### config.mk
export PLATFORM = sky130hd
export DESIGN_NAME = instruction_field_decoder
export DESIGN_NICKNAME = d
export VERILOG_FILES = /design/src/include/instr_decode_pkg.sv /design/src/design/instruction_field_decoder.sv
export SDC_FILE = /design/constraint.sdc
export NUM_CORES = 1
export LEC_CHECK = 0
export CAP_MARGIN = 20
export CORE_MARGIN = 2
export CORE_UTILIZATION = 45
export CTS_BUF_LIST = sky130_fd_sc_hd__clkbuf_4
export CTS_CLUSTER_DIAMETER = 120
export DETAILED_ROUTE_END_ITERATION = 10
export DONT_BUFFER_PORTS = 1
export PLACE_DENSITY = 0.61
export SYNTH_ARGS = -nofsm -noshare
export SYNTH_HDL_FRONTEND = slang
export SYNTH_SLANG_ARGS = --single-unit
export TNS_END_PERCENT = 100
### constraint.sdc
create_clock -name clock -period 2.5 [get_ports clock]
set_input_delay 0.375 -clock clock [delete_from_list [all_inputs] [get_ports clock]]
set_output_delay 0.375 -clock clock [all_outputs]
set_load 0.01 [all_outputs]
### src/include/instr_decode_pkg.sv
// shared constants, enums and field structs for the instruction field decoder
package instr_decode_pkg;

  // ----------------------------------------
  // widths and positions
  // ----------------------------------------
  localparam int WORD_W = 16;
  localparam int FILE_W = 8;
  localparam int PERIPH_W = 5;
  localparam int BIT_W = 3;
  localparam int LIT8_W = 8;
  localparam int LIT13_W = 13;
  localparam int DEST_POS = 8;
  localparam int STORE_POS = 8;
  localparam int TBYTE_POS = 9;
  localparam int TINC_POS = 8;
  localparam int BITNUM_POS = 8;
  localparam int PERIPH_POS = 8;
  localparam int IRQ_DIS_POS = 4;
  localparam int TWRITE_POS = 10;
  localparam logic [7:0] PC_LOW_ADDR = 8'h02;
  localparam int Q_PER_CYCLE = 4;
  localparam logic [1:0] Q_LAST = 2'h3;
  localparam logic [1:0] Q_RESET = 2'h0;
  localparam logic [15:0] WORD_RESET = 16'h0000;
  localparam logic [7:0] BYTE_RESET = 8'h00;
  localparam logic [15:0] PTR_STEP = 16'h0001;

  // ----------------------------------------
  // instruction classes
  // ----------------------------------------
  typedef enum logic [3:0] {
    CLS_NOP, CLS_BYTE_D, CLS_BYTE_S, CLS_BYTE_SKIP, CLS_BYTE_ONLY, CLS_MOVE_P,
    CLS_BIT, CLS_BIT_SKIP, CLS_TBL_LATCH, CLS_TBL_RW, CLS_LIT8, CLS_LIT8_BRANCH,
    CLS_LIT13, CLS_RESERVED
  } instr_class_t;

  // decoded operand fields handed to the execution pipeline
  typedef struct packed {
    instr_class_t cls;
    logic [7:0] file_addr;
    logic [4:0] periph_addr;
    logic [2:0] bit_num;
    logic [7:0] lit8;
    logic [12:0] lit13;
    logic dest_to_file;
    logic write_accumulator;
    logic write_file;
    logic table_high_byte;
    logic table_ptr_inc;
    logic two_cycle;
    logic rmw_bit;
    logic pc_low_write;
  } decoded_t;

  // table latch as two addressable bytes
  typedef struct packed {
    logic [7:0] high;
    logic [7:0] low;
  } table_latch_t;

endpackage

### src/design/instruction_field_decoder.sv
// instruction field decoder with cycle sequencer, table pointer and latch, pc high copy
// Behaviour
// - each instruction is one 16-bit word
// - d zero to accumulator, one to file
// - s zero writes both, one file only
// - file address is 8-bit, 00h to FFh
// - peripheral address is 5-bit, 00h to 1Fh
// - i one increments table pointer after
// - t selects table latch low or high
// - bit number picks bit in file byte
// - literal is 8 or 13 bits
// - one cycle; two for skip, branch, table
// - instruction cycle is four oscillator periods
// - don't-care opcode bits never change decoding
// - unassigned opcodes are reserved, undefined behaviour
// - global interrupt disable is status bit 4
// - 16-bit table pointer and 16-bit latch
// - bit ops read, modify bit, write byte
// - pc low write copies holding latch high
//
// Our own choices: the address-and-strobe port and the placing of the registers.
module instruction_field_decoder (
  input wire logic clock,
  input wire logic rst,
  input wire logic [15:0] instr_word,
  input wire logic cond_true,
  input wire logic [7:0] cpu_status_register,
  input wire logic tbl_ptr_load,
  input wire logic [15:0] tbl_ptr_value,
  input wire logic latch_write,
  input wire logic [7:0] latch_byte,
  input wire logic [15:0] table_read_data,
  input wire logic pc_low_write,
  input wire logic [7:0] pc_low_value,
  input wire logic holding_write,
  input wire logic [7:0] holding_value,
  output instr_decode_pkg::decoded_t fields,
  output logic [1:0] q_phase,
  output logic fetch_strobe,
  output logic second_cycle_nop,
  output logic global_irq_disable,
  output logic [15:0] table_pointer,
  output instr_decode_pkg::table_latch_t table_latch,
  output logic [7:0] table_byte_out,
  output logic [7:0] pc_low_byte,
  output logic [7:0] pc_high_byte,
  output logic [7:0] pc_high_holding_latch
);
  import instr_decode_pkg::*;

  // ----------------------------------------
  // combinational field extraction
  // ----------------------------------------
  decoded_t dec_next;
  logic [3:0] top;
  logic [3:0] mid;

  // opcode nibbles; don't-care positions are never inspected
  assign top = instr_word[15:12];
  assign mid = instr_word[11:8];

  // class and operand split of the 16-bit word
  always_comb begin
    dec_next = '0;
    dec_next.file_addr = instr_word[FILE_W-1:0];
    dec_next.table_high_byte = instr_word[TBYTE_POS];
    dec_next.cls = CLS_RESERVED;
    case (top)
      4'h0: begin
        if (instr_word == WORD_RESET) begin
          dec_next.cls = CLS_NOP;
        end else if (mid == 4'h1) begin
          dec_next.cls = CLS_BYTE_ONLY;
        end else if (mid[3:1] != 3'h0) begin
          dec_next.cls = CLS_BYTE_D;
        end else begin
          dec_next.cls = CLS_BYTE_D;
        end
      end
      4'h1: begin
        dec_next.cls = (mid[3:1] == 3'h3 || mid[3:1] == 3'h7) ? CLS_BYTE_SKIP : CLS_BYTE_D;
      end
      4'h2: begin
        if (mid[3:1] == 3'h2 || mid[3:1] == 3'h3) begin
          dec_next.cls = CLS_BYTE_SKIP;
        end else if (mid[3]) begin
          dec_next.cls = CLS_BYTE_S;
        end else begin
          dec_next.cls = CLS_BYTE_D;
        end
      end
      4'h3: begin
        if (mid <= 4'h2) begin
          dec_next.cls = CLS_BYTE_SKIP;
        end else if (mid == 4'h4) begin
          dec_next.cls = CLS_BYTE_ONLY;
        end
      end
      4'h4, 4'h5, 4'h6, 4'h7: dec_next.cls = CLS_MOVE_P;
      4'h8: dec_next.cls = CLS_BIT;
      4'h9: dec_next.cls = CLS_BIT_SKIP;
      4'hA: dec_next.cls = mid[3] ? CLS_TBL_RW : CLS_TBL_LATCH;
      4'hB: dec_next.cls = CLS_LIT8;
      4'hC, 4'hD, 4'hE, 4'hF: dec_next.cls = CLS_LIT13;
      default: dec_next.cls = CLS_RESERVED;
    endcase
    // destination handling per format
    case (dec_next.cls)
      CLS_BYTE_D: begin
        dec_next.dest_to_file = instr_word[DEST_POS];
        dec_next.write_file = instr_word[DEST_POS];
        dec_next.write_accumulator = ~instr_word[DEST_POS];
      end
      CLS_BYTE_S: begin
        dec_next.dest_to_file = 1'b1;
        dec_next.write_file = 1'b1;
        dec_next.write_accumulator = ~instr_word[STORE_POS];
      end
      CLS_BYTE_ONLY: begin
        dec_next.dest_to_file = 1'b1;
        dec_next.write_file = 1'b1;
      end
      // peripheral, bit and literal fields are taken only by the formats that own them; file address and t bit come from every word
      CLS_MOVE_P: begin
        dec_next.periph_addr = instr_word[PERIPH_POS+PERIPH_W-1:PERIPH_POS];
        dec_next.dest_to_file = 1'b1;
        dec_next.write_file = 1'b1;
      end
      CLS_BIT: begin
        dec_next.bit_num = instr_word[BITNUM_POS+BIT_W-1:BITNUM_POS];
        dec_next.rmw_bit = 1'b1;
        dec_next.write_file = 1'b1;
        dec_next.dest_to_file = 1'b1;
      end
      CLS_BIT_SKIP: begin
        dec_next.bit_num = instr_word[BITNUM_POS+BIT_W-1:BITNUM_POS];
      end
      CLS_TBL_RW: begin
        dec_next.table_ptr_inc = instr_word[TINC_POS];
        dec_next.two_cycle = 1'b1;
      end
      CLS_LIT8: begin
        dec_next.lit8 = instr_word[LIT8_W-1:0];
      end
      CLS_LIT13: begin
        dec_next.lit13 = instr_word[LIT13_W-1:0];
        dec_next.two_cycle = 1'b1;
      end
      // latch-only table ops keep their don't-care bit out of every field
      default: begin
        dec_next.dest_to_file = 1'b0;
      end
    endcase
    // skips on a true test and writes of pc low need the extra cycle
    if ((dec_next.cls == CLS_BYTE_SKIP || dec_next.cls == CLS_BIT_SKIP) && cond_true) begin
      dec_next.two_cycle = 1'b1;
    end
    dec_next.pc_low_write = dec_next.write_file && (dec_next.file_addr == PC_LOW_ADDR);
    if (dec_next.pc_low_write) begin
      dec_next.two_cycle = 1'b1;
    end
  end

  // ----------------------------------------
  // q-phase sequencer
  // ----------------------------------------
  logic [1:0] q_reg;
  logic nop_pending_reg;

  // four oscillator periods per instruction cycle
  always_ff @(posedge clock) begin
    if (rst) begin
      q_reg <= Q_RESET;
    end else begin
      q_reg <= q_reg + 2'h1;
    end
  end
  assign q_phase = q_reg;

  // fetch strobe marks the end of each instruction cycle
  always_ff @(posedge clock) begin
    if (rst) begin
      fetch_strobe <= 1'b0;
    end else begin
      fetch_strobe <= (q_reg == Q_LAST - 2'h1);
    end
  end

  // latch fields in the decode phase; a pending forced nop blanks the cycle
  always_ff @(posedge clock) begin
    if (rst) begin
      fields <= '0;
      nop_pending_reg <= 1'b0;
      second_cycle_nop <= 1'b0;
    end else if (q_reg == Q_RESET) begin
      if (nop_pending_reg) begin
        fields <= '0;
        nop_pending_reg <= 1'b0;
        second_cycle_nop <= 1'b1;
      end else begin
        fields <= dec_next;
        nop_pending_reg <= dec_next.two_cycle;
        second_cycle_nop <= 1'b0;
      end
    end
  end

  // ----------------------------------------
  // status, table pointer and latch
  // ----------------------------------------
  // interrupt disable mirror from the cpu status byte
  always_ff @(posedge clock) begin
    if (rst) begin
      global_irq_disable <= 1'b0;
    end else begin
      global_irq_disable <= cpu_status_register[IRQ_DIS_POS];
    end
  end

  // remember increment, byte and read requests across the forced nop cycle
  logic inc_armed_reg;
  logic high_sel_reg;
  logic read_armed_reg;
  always_ff @(posedge clock) begin
    if (rst) begin
      inc_armed_reg <= 1'b0;
      high_sel_reg <= 1'b0;
      read_armed_reg <= 1'b0;
    end else if (q_reg == Q_RESET && !nop_pending_reg) begin
      inc_armed_reg <= dec_next.table_ptr_inc;
      high_sel_reg <= dec_next.table_high_byte;
      read_armed_reg <= (dec_next.cls == CLS_TBL_RW) && !instr_word[TWRITE_POS]; // table writes keep the latch
    end
  end

  // pointer load or post-increment at the end of a table transfer
  always_ff @(posedge clock) begin
    if (rst) begin
      table_pointer <= WORD_RESET;
    end else if (tbl_ptr_load) begin
      table_pointer <= tbl_ptr_value;
    end else if (second_cycle_nop && fields.cls == CLS_NOP && q_reg == Q_LAST && inc_armed_reg) begin
      table_pointer <= table_pointer + PTR_STEP;
    end
  end

  // byte-wise latch writes, whole-word load on table read
  always_ff @(posedge clock) begin
    if (rst) begin
      table_latch <= '0;
    end else if (latch_write) begin
      if (high_sel_reg) begin
        table_latch.high <= latch_byte;
      end else begin
        table_latch.low <= latch_byte;
      end
    end else if (second_cycle_nop && q_reg == Q_LAST && read_armed_reg) begin
      table_latch <= table_read_data;
    end
  end

  // selected latch byte for latch-read operations
  always_ff @(posedge clock) begin
    if (rst) begin
      table_byte_out <= BYTE_RESET;
    end else begin
      table_byte_out <= high_sel_reg ? table_latch.high : table_latch.low;
    end
  end

  // ----------------------------------------
  // program counter bytes
  // ----------------------------------------
  always_ff @(posedge clock) begin
    if (rst) begin
      pc_low_byte <= BYTE_RESET;
      pc_high_byte <= BYTE_RESET;
      pc_high_holding_latch <= BYTE_RESET;
    end else begin
      if (holding_write) begin
        pc_high_holding_latch <= holding_value;
      end
      if (pc_low_write) begin
        pc_low_byte <= pc_low_value;
        pc_high_byte <= pc_high_holding_latch;
      end
    end
  end

endmodule

==> results of run 1 <==
==> stage by stage <==
stage	instances	hold WS, ns	worst slack [ns]	area [µm²]	power [mW]
floorplan	535	0.432	0.471	5050	2.53
global placement	640	0.436	0.387	5030	2.55
detailed placement	640	0.441	0.271	5030	2.56
CTS	731	0.00530	0.268	5870	3.86
global route	731	0.0236	0.164	5870	4.02
finish	731	0.0637	0.332	5870	3.81
==> worst max-delay path by stage <==
stage | startpoint | cells past startpoint | slack, ns | endpoint
after global placement | instr_word[9] | 5 | 0.39 | fields[23]
final | q_phase[1] | 6 | 0.33 | table_pointer[15]
after global routing | q_phase[1] | 6 | 0.16 | table_pointer[15]
after floorplan | instr_word[11] | 7 | 0.47 | fields[21]
after CTS | q_phase[1] | 6 | 0.27 | table_pointer[15]
after detailed placement | q_phase[1] | 6 | 0.27 | table_pointer[15]
==> where the power goes <==
| part | internal [mW] | switching (mW) | total, mW |
|---|---|---|---|
| logic | 0.233 | 0.250 | 0.482 |
| clock network | 0.486 | 0.679 | 1.17 |
| registers | 2.02 | 0.147 | 2.16 |
==> metal layers <==
layer | wire length [µm] | part of all wire | vias to the layer above | GRT usage
met1 | 5250 | 0.39 | 1949 | 0.245
met2 | 6730 | 0.50 | 164 | 0.379
li1 | - | - | 1994 | -
met5 | 0 | 0 | - | 0
met4 | 166 | 0.012 | 0 | 0.0913
met3 | 1360 | 0.10 | 8 | 0.103
==> cells by family (layout without fill, tap and decap cells) <==
family,Yosys count,in the layout,synth area share
buffers and inverters,54,110,0.0565
flip-flops,120,120,0.476
adder cells (fa/ha/maj),4,4,0.00992
multiplexers,50,50,0.0992
AND/OR/NAND/NOR,188,188,0.176
XOR/XNOR,15,15,0.0260
AO/OA/AOI/OAI,104,104,0.156
==> Yosys cell counts, drive strengths merged (10+ instances only) <==
master | count | area [µm²]
dfxtp | 120 | 2400
nor2 | 90 | 338
mux2i | 50 | 500
nand2 | 33 | 124
clkbuf | 30 | 153
a22oi | 27 | 203
a211oi | 25 | 188
a21oi | 15 | 75.1
xnor2 | 15 | 131
a22o | 12 | 106
inv | 12 | 45.0
buf | 11 | 83.8
nand3 | 11 | 55.1
nor3 | 10 | 55.1
==> critical path, cell delays in order (launching register included) <==
cell	delay (ns)
dfxtp_1	0.45
ha_1	0.25
and4b_1	0.39
nand3_1	0.25
nor4_1	0.43
xnor2_1	0.14
o31ai_1	0.19
==> area by class of cell <==
| type | instances | area, µm² |
|---|---|---|
| fillers | 988 | 5020 |
| inverters | 13 | 48.8 |
| clock inverters | 13 | 87.6 |
| well taps | 140 | 175 |
| flip-flops and latches | 120 | 2400 |
| repair buffers | 65 | 653 |
| clock buffers | 19 | 143 |
| multi-input cells | 361 | 2360 |
==> impl_metrics.toml, run 1 <==
[die]
dieArea_um2 = 12100
start_util = 0.464
fp.dieW_um = 110
die_h_um = 110
core_um2 = 10900
row_count = 38
ios = 205

[timing]
slew_headroom = 0.343
finalHoldViolations = 0
finalSetupViolCount = 0
fin_crit_sh = 0.867
rsz0062_at_grt = "false"
setup_tns_ns = 0
tightestPinTransition_ns = 0.983
final_max_slew_viol_count = 0
post-route-min-period_ns = 2.17
max_freq_mhz = 461
fin_skew_ns = 0.0145

[worst_setup_path]
path_class = "reg -> reg"
crit_fanout = 8
r2r_cells = 6
startpoint_type = "flip-flop"
r2r_slack_ns = 0.33
rr_startpoint = "q_phase[1]"
critPathCaptureType = "flip-flop"
worstPathArrival_ns = 2.62
required_ns = 2.95
reg2reg_to = "table_pointer[15]"

[place]
port-buffer-count = 0
place.gp.congestion = 0.798
hpwl_um = 8670

[logic_synthesis]
syn_avg_cell_area_um2 = 9.43
synth_warnings = 0
synth_edf_count = 0
async_flop_share = 0
syn_inst = 535
synth_area_um2 = 5050
synth_nets = 626
synth-seq-area-share = 0.476
synth_seq_cells = 120
ys_types = 58
synth-main-ff-cell = "dfxtp_1"

[drt]
num_vias = 4115
drtIter0Drc = 246
viasPerCell = 5.63
firstDrtPassIters = 5
drt-total-wl_um = 13500
ant_nets = 0
drc = 0
post_drt_wl_per_cell_um = 18.5

[final_layout]
drive_gt1_frac = 0.0745
final_common_cell = "dfxtp_1"
post-route-util = 0.539
final_cell_mix = "dfxtp_1 (120), nor2_1 (90), dlygate4sd3_1 (58)"
largestRegisters = "fields x48, table_latch x16, table_pointer x16"
diodes = 0
top_register = "fields"
largest_reg_flops = 48
area_growth_syn_to_layout_pct = 16.3
nets = 669

[clock_tree]
clockBufferDepth = 2
clk_latency_ns = 0.52
numCtsBuffers = 17
postCtsHoldBufs = 59
cts_root_buf = "clkbuf_4"
cts.sinks = 120
ctsHtreeMaxLevel = 4
cts_tree = "built"
cts_resized = 0
clkSlewWorstSetupHoldPaths_ns = 0.10
postCtsSetupBuffers = 0

[global_routing]
grt_max_degree = 106
first_global_vias = 4072
antenna_found_initial = 0
track_usage = 0.225
grt_overflow = 0
grt_first_pass_wirelength_um = 20600

[min_path]
hold_path_class = "in -> reg"
min_from = "instr_word[10]"
min_to = "read_armed_reg"
holdPathStages = 2

[pwr]
powerDensity_nw_per_um2 = 649
ir_drop_mv = 0.347
power.static_leakage_nw = 2.27

[outcome]
status = "complete, no violations"

[job]
timing.max_cap.violations = 0
No activity file was read; power rests on OpenSTA's default activity.
==> run 2: changes to the inputs <==
- clock period: 2.5 -> 2.4 ns (I/O delays scaled with it)
==> run 2 against run 1 <==
Compared with the run above: sequential share of layout area decreased by 0.29 points; sequential power increased by 5%; clock power increased by 13%; combinational power increased by 5.6%; hold slack improved by 0.020 ns; global-route usage about the same; non-clock buffer count increased by 2; fmax decreased by 1.6%; critical path depth increased by 1; sequential cell count unchanged; core utilization increased by 0.39 points; first-iteration DRC count increased by 11%.
==> impl_metrics.toml, run 2 (synthesized netlist as in run 1, its figures left out) <==
[outcome]
status = "complete, no violations"

[clock_tree]
cts_root_buf = "clkbuf_4"
clkSlewWorstSetupHoldPaths_ns = 0.10
ctsHtreeMaxLevel = 4
clk_latency_ns = 0.51
cts.sinks = 120
clockBufferDepth = 2
numCtsBuffers = 17
cts_tree = "built"

[final_layout]
top_register = "fields"
largest_reg_flops = 48
drive_gt1_frac = 0.0793
largestRegisters = "fields x48, table_latch x16, table_pointer x16"
nets = 671
area_growth_syn_to_layout_pct = 17.1
fin_area_um2 = 5910
final_common_cell = "dfxtp_1"
final_cell_mix = "dfxtp_1 (120), nor2_1 (90), dlygate4sd3_1 (59)"
diodes = 0

[die]
row_count = 38
die_h_um = 110
start_util = 0.464
core_um2 = 10900
ios = 205
dieArea_um2 = 12100
fp.dieW_um = 110

[job]
timing.max_cap.violations = 0

[timing]
slew_headroom = 0.403
fin_crit_sh = 0.918
finalHoldViolations = 0
final_max_slew_viol_count = 0
max_freq_mhz = 454
setup_tns_ns = 0
whs_ns = 0.0834
finalSetupViolCount = 0
fin_skew_ns = 0.0125
post-route-min-period_ns = 2.20
tightestPinTransition_ns = 0.892
rsz0062_at_grt = "false"

[drt]
ant_nets = 0
post_drt_wl_per_cell_um = 18.5
firstDrtPassIters = 5
drc = 0
viasPerCell = 5.64
num_vias = 4136
drtIter0Drc = 272
drt-total-wl_um = 13600

[worst_setup_path]
critPathLaunch = "q_phase[0]"
crit_fanout = 8
rr_startpoint = "q_phase[0]"
required_ns = 2.85
worstPathArrival_ns = 2.65
critPathCaptureType = "flip-flop"
startpoint_type = "flip-flop"
path_class = "reg -> reg"

[place]
place_area_um2 = 5040
port-buffer-count = 0
place.gp.congestion = 0.794
hpwl_um = 8690

[global_routing]
grt_max_degree = 107
track_usage = 0.225
antenna_found_initial = 0
first_global_vias = 4150
grt_first_pass_wirelength_um = 20700
grt_overflow = 0

[pwr]
power.static_leakage_nw = 2.29
powerDensity_nw_per_um2 = 691
ir_drop_mv = 0.310

[min_path]
hold_path_class = "in -> reg"
min_from = "table_read_data[9]"
run 2: cell types whose count changed in the layout (fill, tap and decap cells not counted), sizes merged:
| cell | change |
|---|---|
| buf | +1 |
| bufinv | +1 |
| clkinvlp | -1 |
| dlygate4sd3 | +1 |
run 2: area by class of cell:
type	count	area (µm²)
Multi-Input combinational cell	361	2360
Timing Repair Buffer	67	671
Clock buffer	19	143
Fill cell	1009	4980
Tap cell	140	175
Inverter	13	48.8
Sequential cell	120	2400
Clock inverter	13	111
run 2: power breakdown:
group          total [mW]  switching (mW)  internal, mW  leakage, nW
sequential           2.26           0.155          2.10        0.983
combinational       0.509           0.261         0.249         1.17
clock                1.32           0.707         0.614        0.143
total                4.09            1.12          2.96         2.29
run 2: path summary, 6_finish.rpt:
kind / end / slack, ns / cells past startpoint
max reg2reg: table_pointer[3] / 0.20 / 7
min: table_latch[9] / 0.08 / 2
max: table_pointer[3] / 0.20 / 7
min reg2reg: inc_armed_reg / 0.46 / 2
run 2: what timing repair did:
item | in CTS | in global routing
hold buffers | 60 | 0
gates resized for setup | 0 | 1
endpoints found under the hold margin | 116 | 0
setup buffers | 0 | 0
setup endpoints to repair | 0 | 1
run 2: worst max-delay path, cell delays in order (launching register included):
cell and delay, ns:
dfxtp_1 0.46, ha_1 0.24, and4b_2 0.34, nand4_1 0.14, xnor2_1 0.16, nand2_1 0.06
a21oi_1 0.17, dlygate4sd3_1 0.57
run 2: metal layers:
metal	part of all wire	up-vias	GRT usage
li1	-	1991	-
met1	0.40	1941	0.253
met2	0.49	193	0.370
met3	0.10	11	0.100
met4	0.011	0	0.0922
met5	0	-	0
run 2: stage by stage:
stage                     setup slack, ns   util  power (mW)  cells
after floorplan                     0.386      -        2.63    535
after global placement              0.300  0.463        2.66    641
after detailed placement            0.254  0.463        2.68    641
after CTS                           0.122  0.543        4.14    733
after global routing               0.0613  0.543        4.30    733
final                               0.196  0.543        4.09    733
==> run 3: changes to the inputs <==
- CORE_UTILIZATION: 45 -> 30
- PLACE_DENSITY: 0.61 -> 0.45
==> run 3 against run 2 <==
Compared with the run above: combinational power grew 3%; non-clock buffer count is 1 higher; clock skew increased by 0.00068 ns; largest cell class unchanged; hold slack got worse by 0.020 ns; core utilization decreased by 18 points; critical path type unchanged; fmax rose by 1.2%; wire length grew 11%; critical path depth shrank 2; power grew 6.2%.
==> impl_metrics.toml, run 3 (synthesized netlist as in run 1, its figures left out) <==
[drt]
firstDrtPassIters = 4
num_vias = 4165
drc = 0
post_drt_wl_per_cell_um = 18.6
drtIter0Drc = 166
viasPerCell = 5.12
drt-total-wl_um = 15100
ant_nets = 0

[die]
core_um2 = 16500
ios = 205
start_util = 0.305
die_h_um = 134
fp.dieW_um = 134
dieArea_um2 = 17900
row_count = 47

[pwr]
total_power_mw = 4.34
p_int_mw = 3.16
combPwrFrac = 0.121
power.static_leakage_nw = 2.31
seq_power_share = 0.519
power.switching_mw = 1.18
p_clk_frac = 0.361
netSwitchingFraction = 0.273
powerDensity_nw_per_um2 = 715
ir_drop_mv = 0.288

[timing]
slew_headroom = 0.355
finalHoldViolations = 0
tightestPinTransition_ns = 0.965
final_max_slew_viol_count = 0
post-route-min-period_ns = 2.18
setup_tns_ns = 0
whs_ns = 0.0630
fin_skew_ns = 0.0132
finalSetupViolCount = 0
rsz0062_at_grt = "false"
max_freq_mhz = 459
fin_crit_sh = 0.907

[final_layout]
stdcell_count = 813
nets = 672
final_cell_mix = "dfxtp_1 (120), nor2_1 (90), dlygate4sd3_1 (59)"
fill_cells = 1707
top_register = "fields"
largestRegisters = "fields x48, table_latch x16, table_pointer x16"
largest_reg_flops = 48
drive_gt1_frac = 0.0777
area_growth_syn_to_layout_pct = 20.2
final_common_cell = "dfxtp_1"
post-route-util = 0.367

[clock_tree]
clk_latency_ns = 0.52
clockBufferDepth = 2
ctsHtreeMaxLevel = 4
clkSlewWorstSetupHoldPaths_ns = 0.10
numCtsBuffers = 17
cts_tree = "built"
cts_root_buf = "clkbuf_4"
cts.sinks = 120
postCtsSetupBuffers = 0

[worst_setup_path]
critPathCaptureType = "flip-flop"
startpoint_type = "flip-flop"
crit_fanout = 8
worstPathArrival_ns = 2.59
required_ns = 2.82
path_class = "reg -> reg"

[global_routing]
grt_first_pass_wirelength_um = 23700
antenna_found_initial = 1
track_usage = 0.171
grt_max_degree = 106
first_global_vias = 4289
grt_overflow = 0

[place]
hpwl_um = 9730
place.gp.congestion = 0.793
port-buffer-count = 0
post-place-cells = 722

[outcome]
status = "complete, no violations"

[job]
timing.max_cap.violations = 0

[min_path]
hold_path_class = "in -> reg"
-- run 3: what timing repair did --
item                       CTS  global route
hold endpoints to repair   115             0
setup endpoints to repair    0             1
gates resized for setup      0             1
hold buffers                60             0
-- run 3: path summary, 6_finish.rpt --
kind,end,slack (ns),cells past startpoint,startpoint
worst max-delay path,table_pointer[7],0.22,5,q_phase[1]
worst min-delay path,table_pointer[7],0.06,2,tbl_ptr_value[7]
worst max register to register,table_pointer[7],0.22,5,q_phase[1]
worst min register to register,inc_armed_reg,0.46,2,inc_armed_reg
-- run 3: per-stage QoR --
step / worst slack (ns) / cell area, µm²
6_report: 0.223 / 6070
5_1_grt: 0.0147 / 6070
4_1_cts: 0.170 / 6060
3_5_place_dp: 0.185 / 5150
3_3_place_gp: 0.287 / 5150
2_1_floorplan: 0.386 / 5050
-- run 3: worst max-delay path, stage by stage (launching register included) --
cell and delay [ns]:
dfxtp_1 0.47, ha_1 0.26, and4b_1 0.38, nand3_1 0.29, or3_1 0.41, a311oi_1 0.27
-- run 3: area by class of cell --
class	instances	area (µm²)	share of cell area
flip-flops and latches	120	2400	0.396
diodes	1	2.50	0.000413
clock buffers	18	135	0.0223
well taps	220	275	0.0454
clock inverters	12	159	0.0262
inverters	13	48.8	0.00804
multi-input cells	361	2360	0.390
repair buffers	68	678	0.112
-- run 3: routing by layer --
metal	part of all wire	wire (µm)	vias to the layer above	track usage
met5	0	0	-	0
met4	0.016	242	0	0.0544
met3	0.096	1440	14	0.0723
met2	0.49	7370	179	0.285
met1	0.40	6040	1977	0.197
li1	-	-	1995	-
-- run 3: power groups by stage --
stage	Clock, mW	Sequential, mW	Combinational, mW
3_5_place_dp	0	2.30	0.384
5_1_grt	1.72	2.27	0.585
3_3_place_gp	0	2.30	0.375
6_report	1.56	2.25	0.523
2_1_floorplan	0	2.26	0.372
4_1_cts	1.64	2.25	0.523
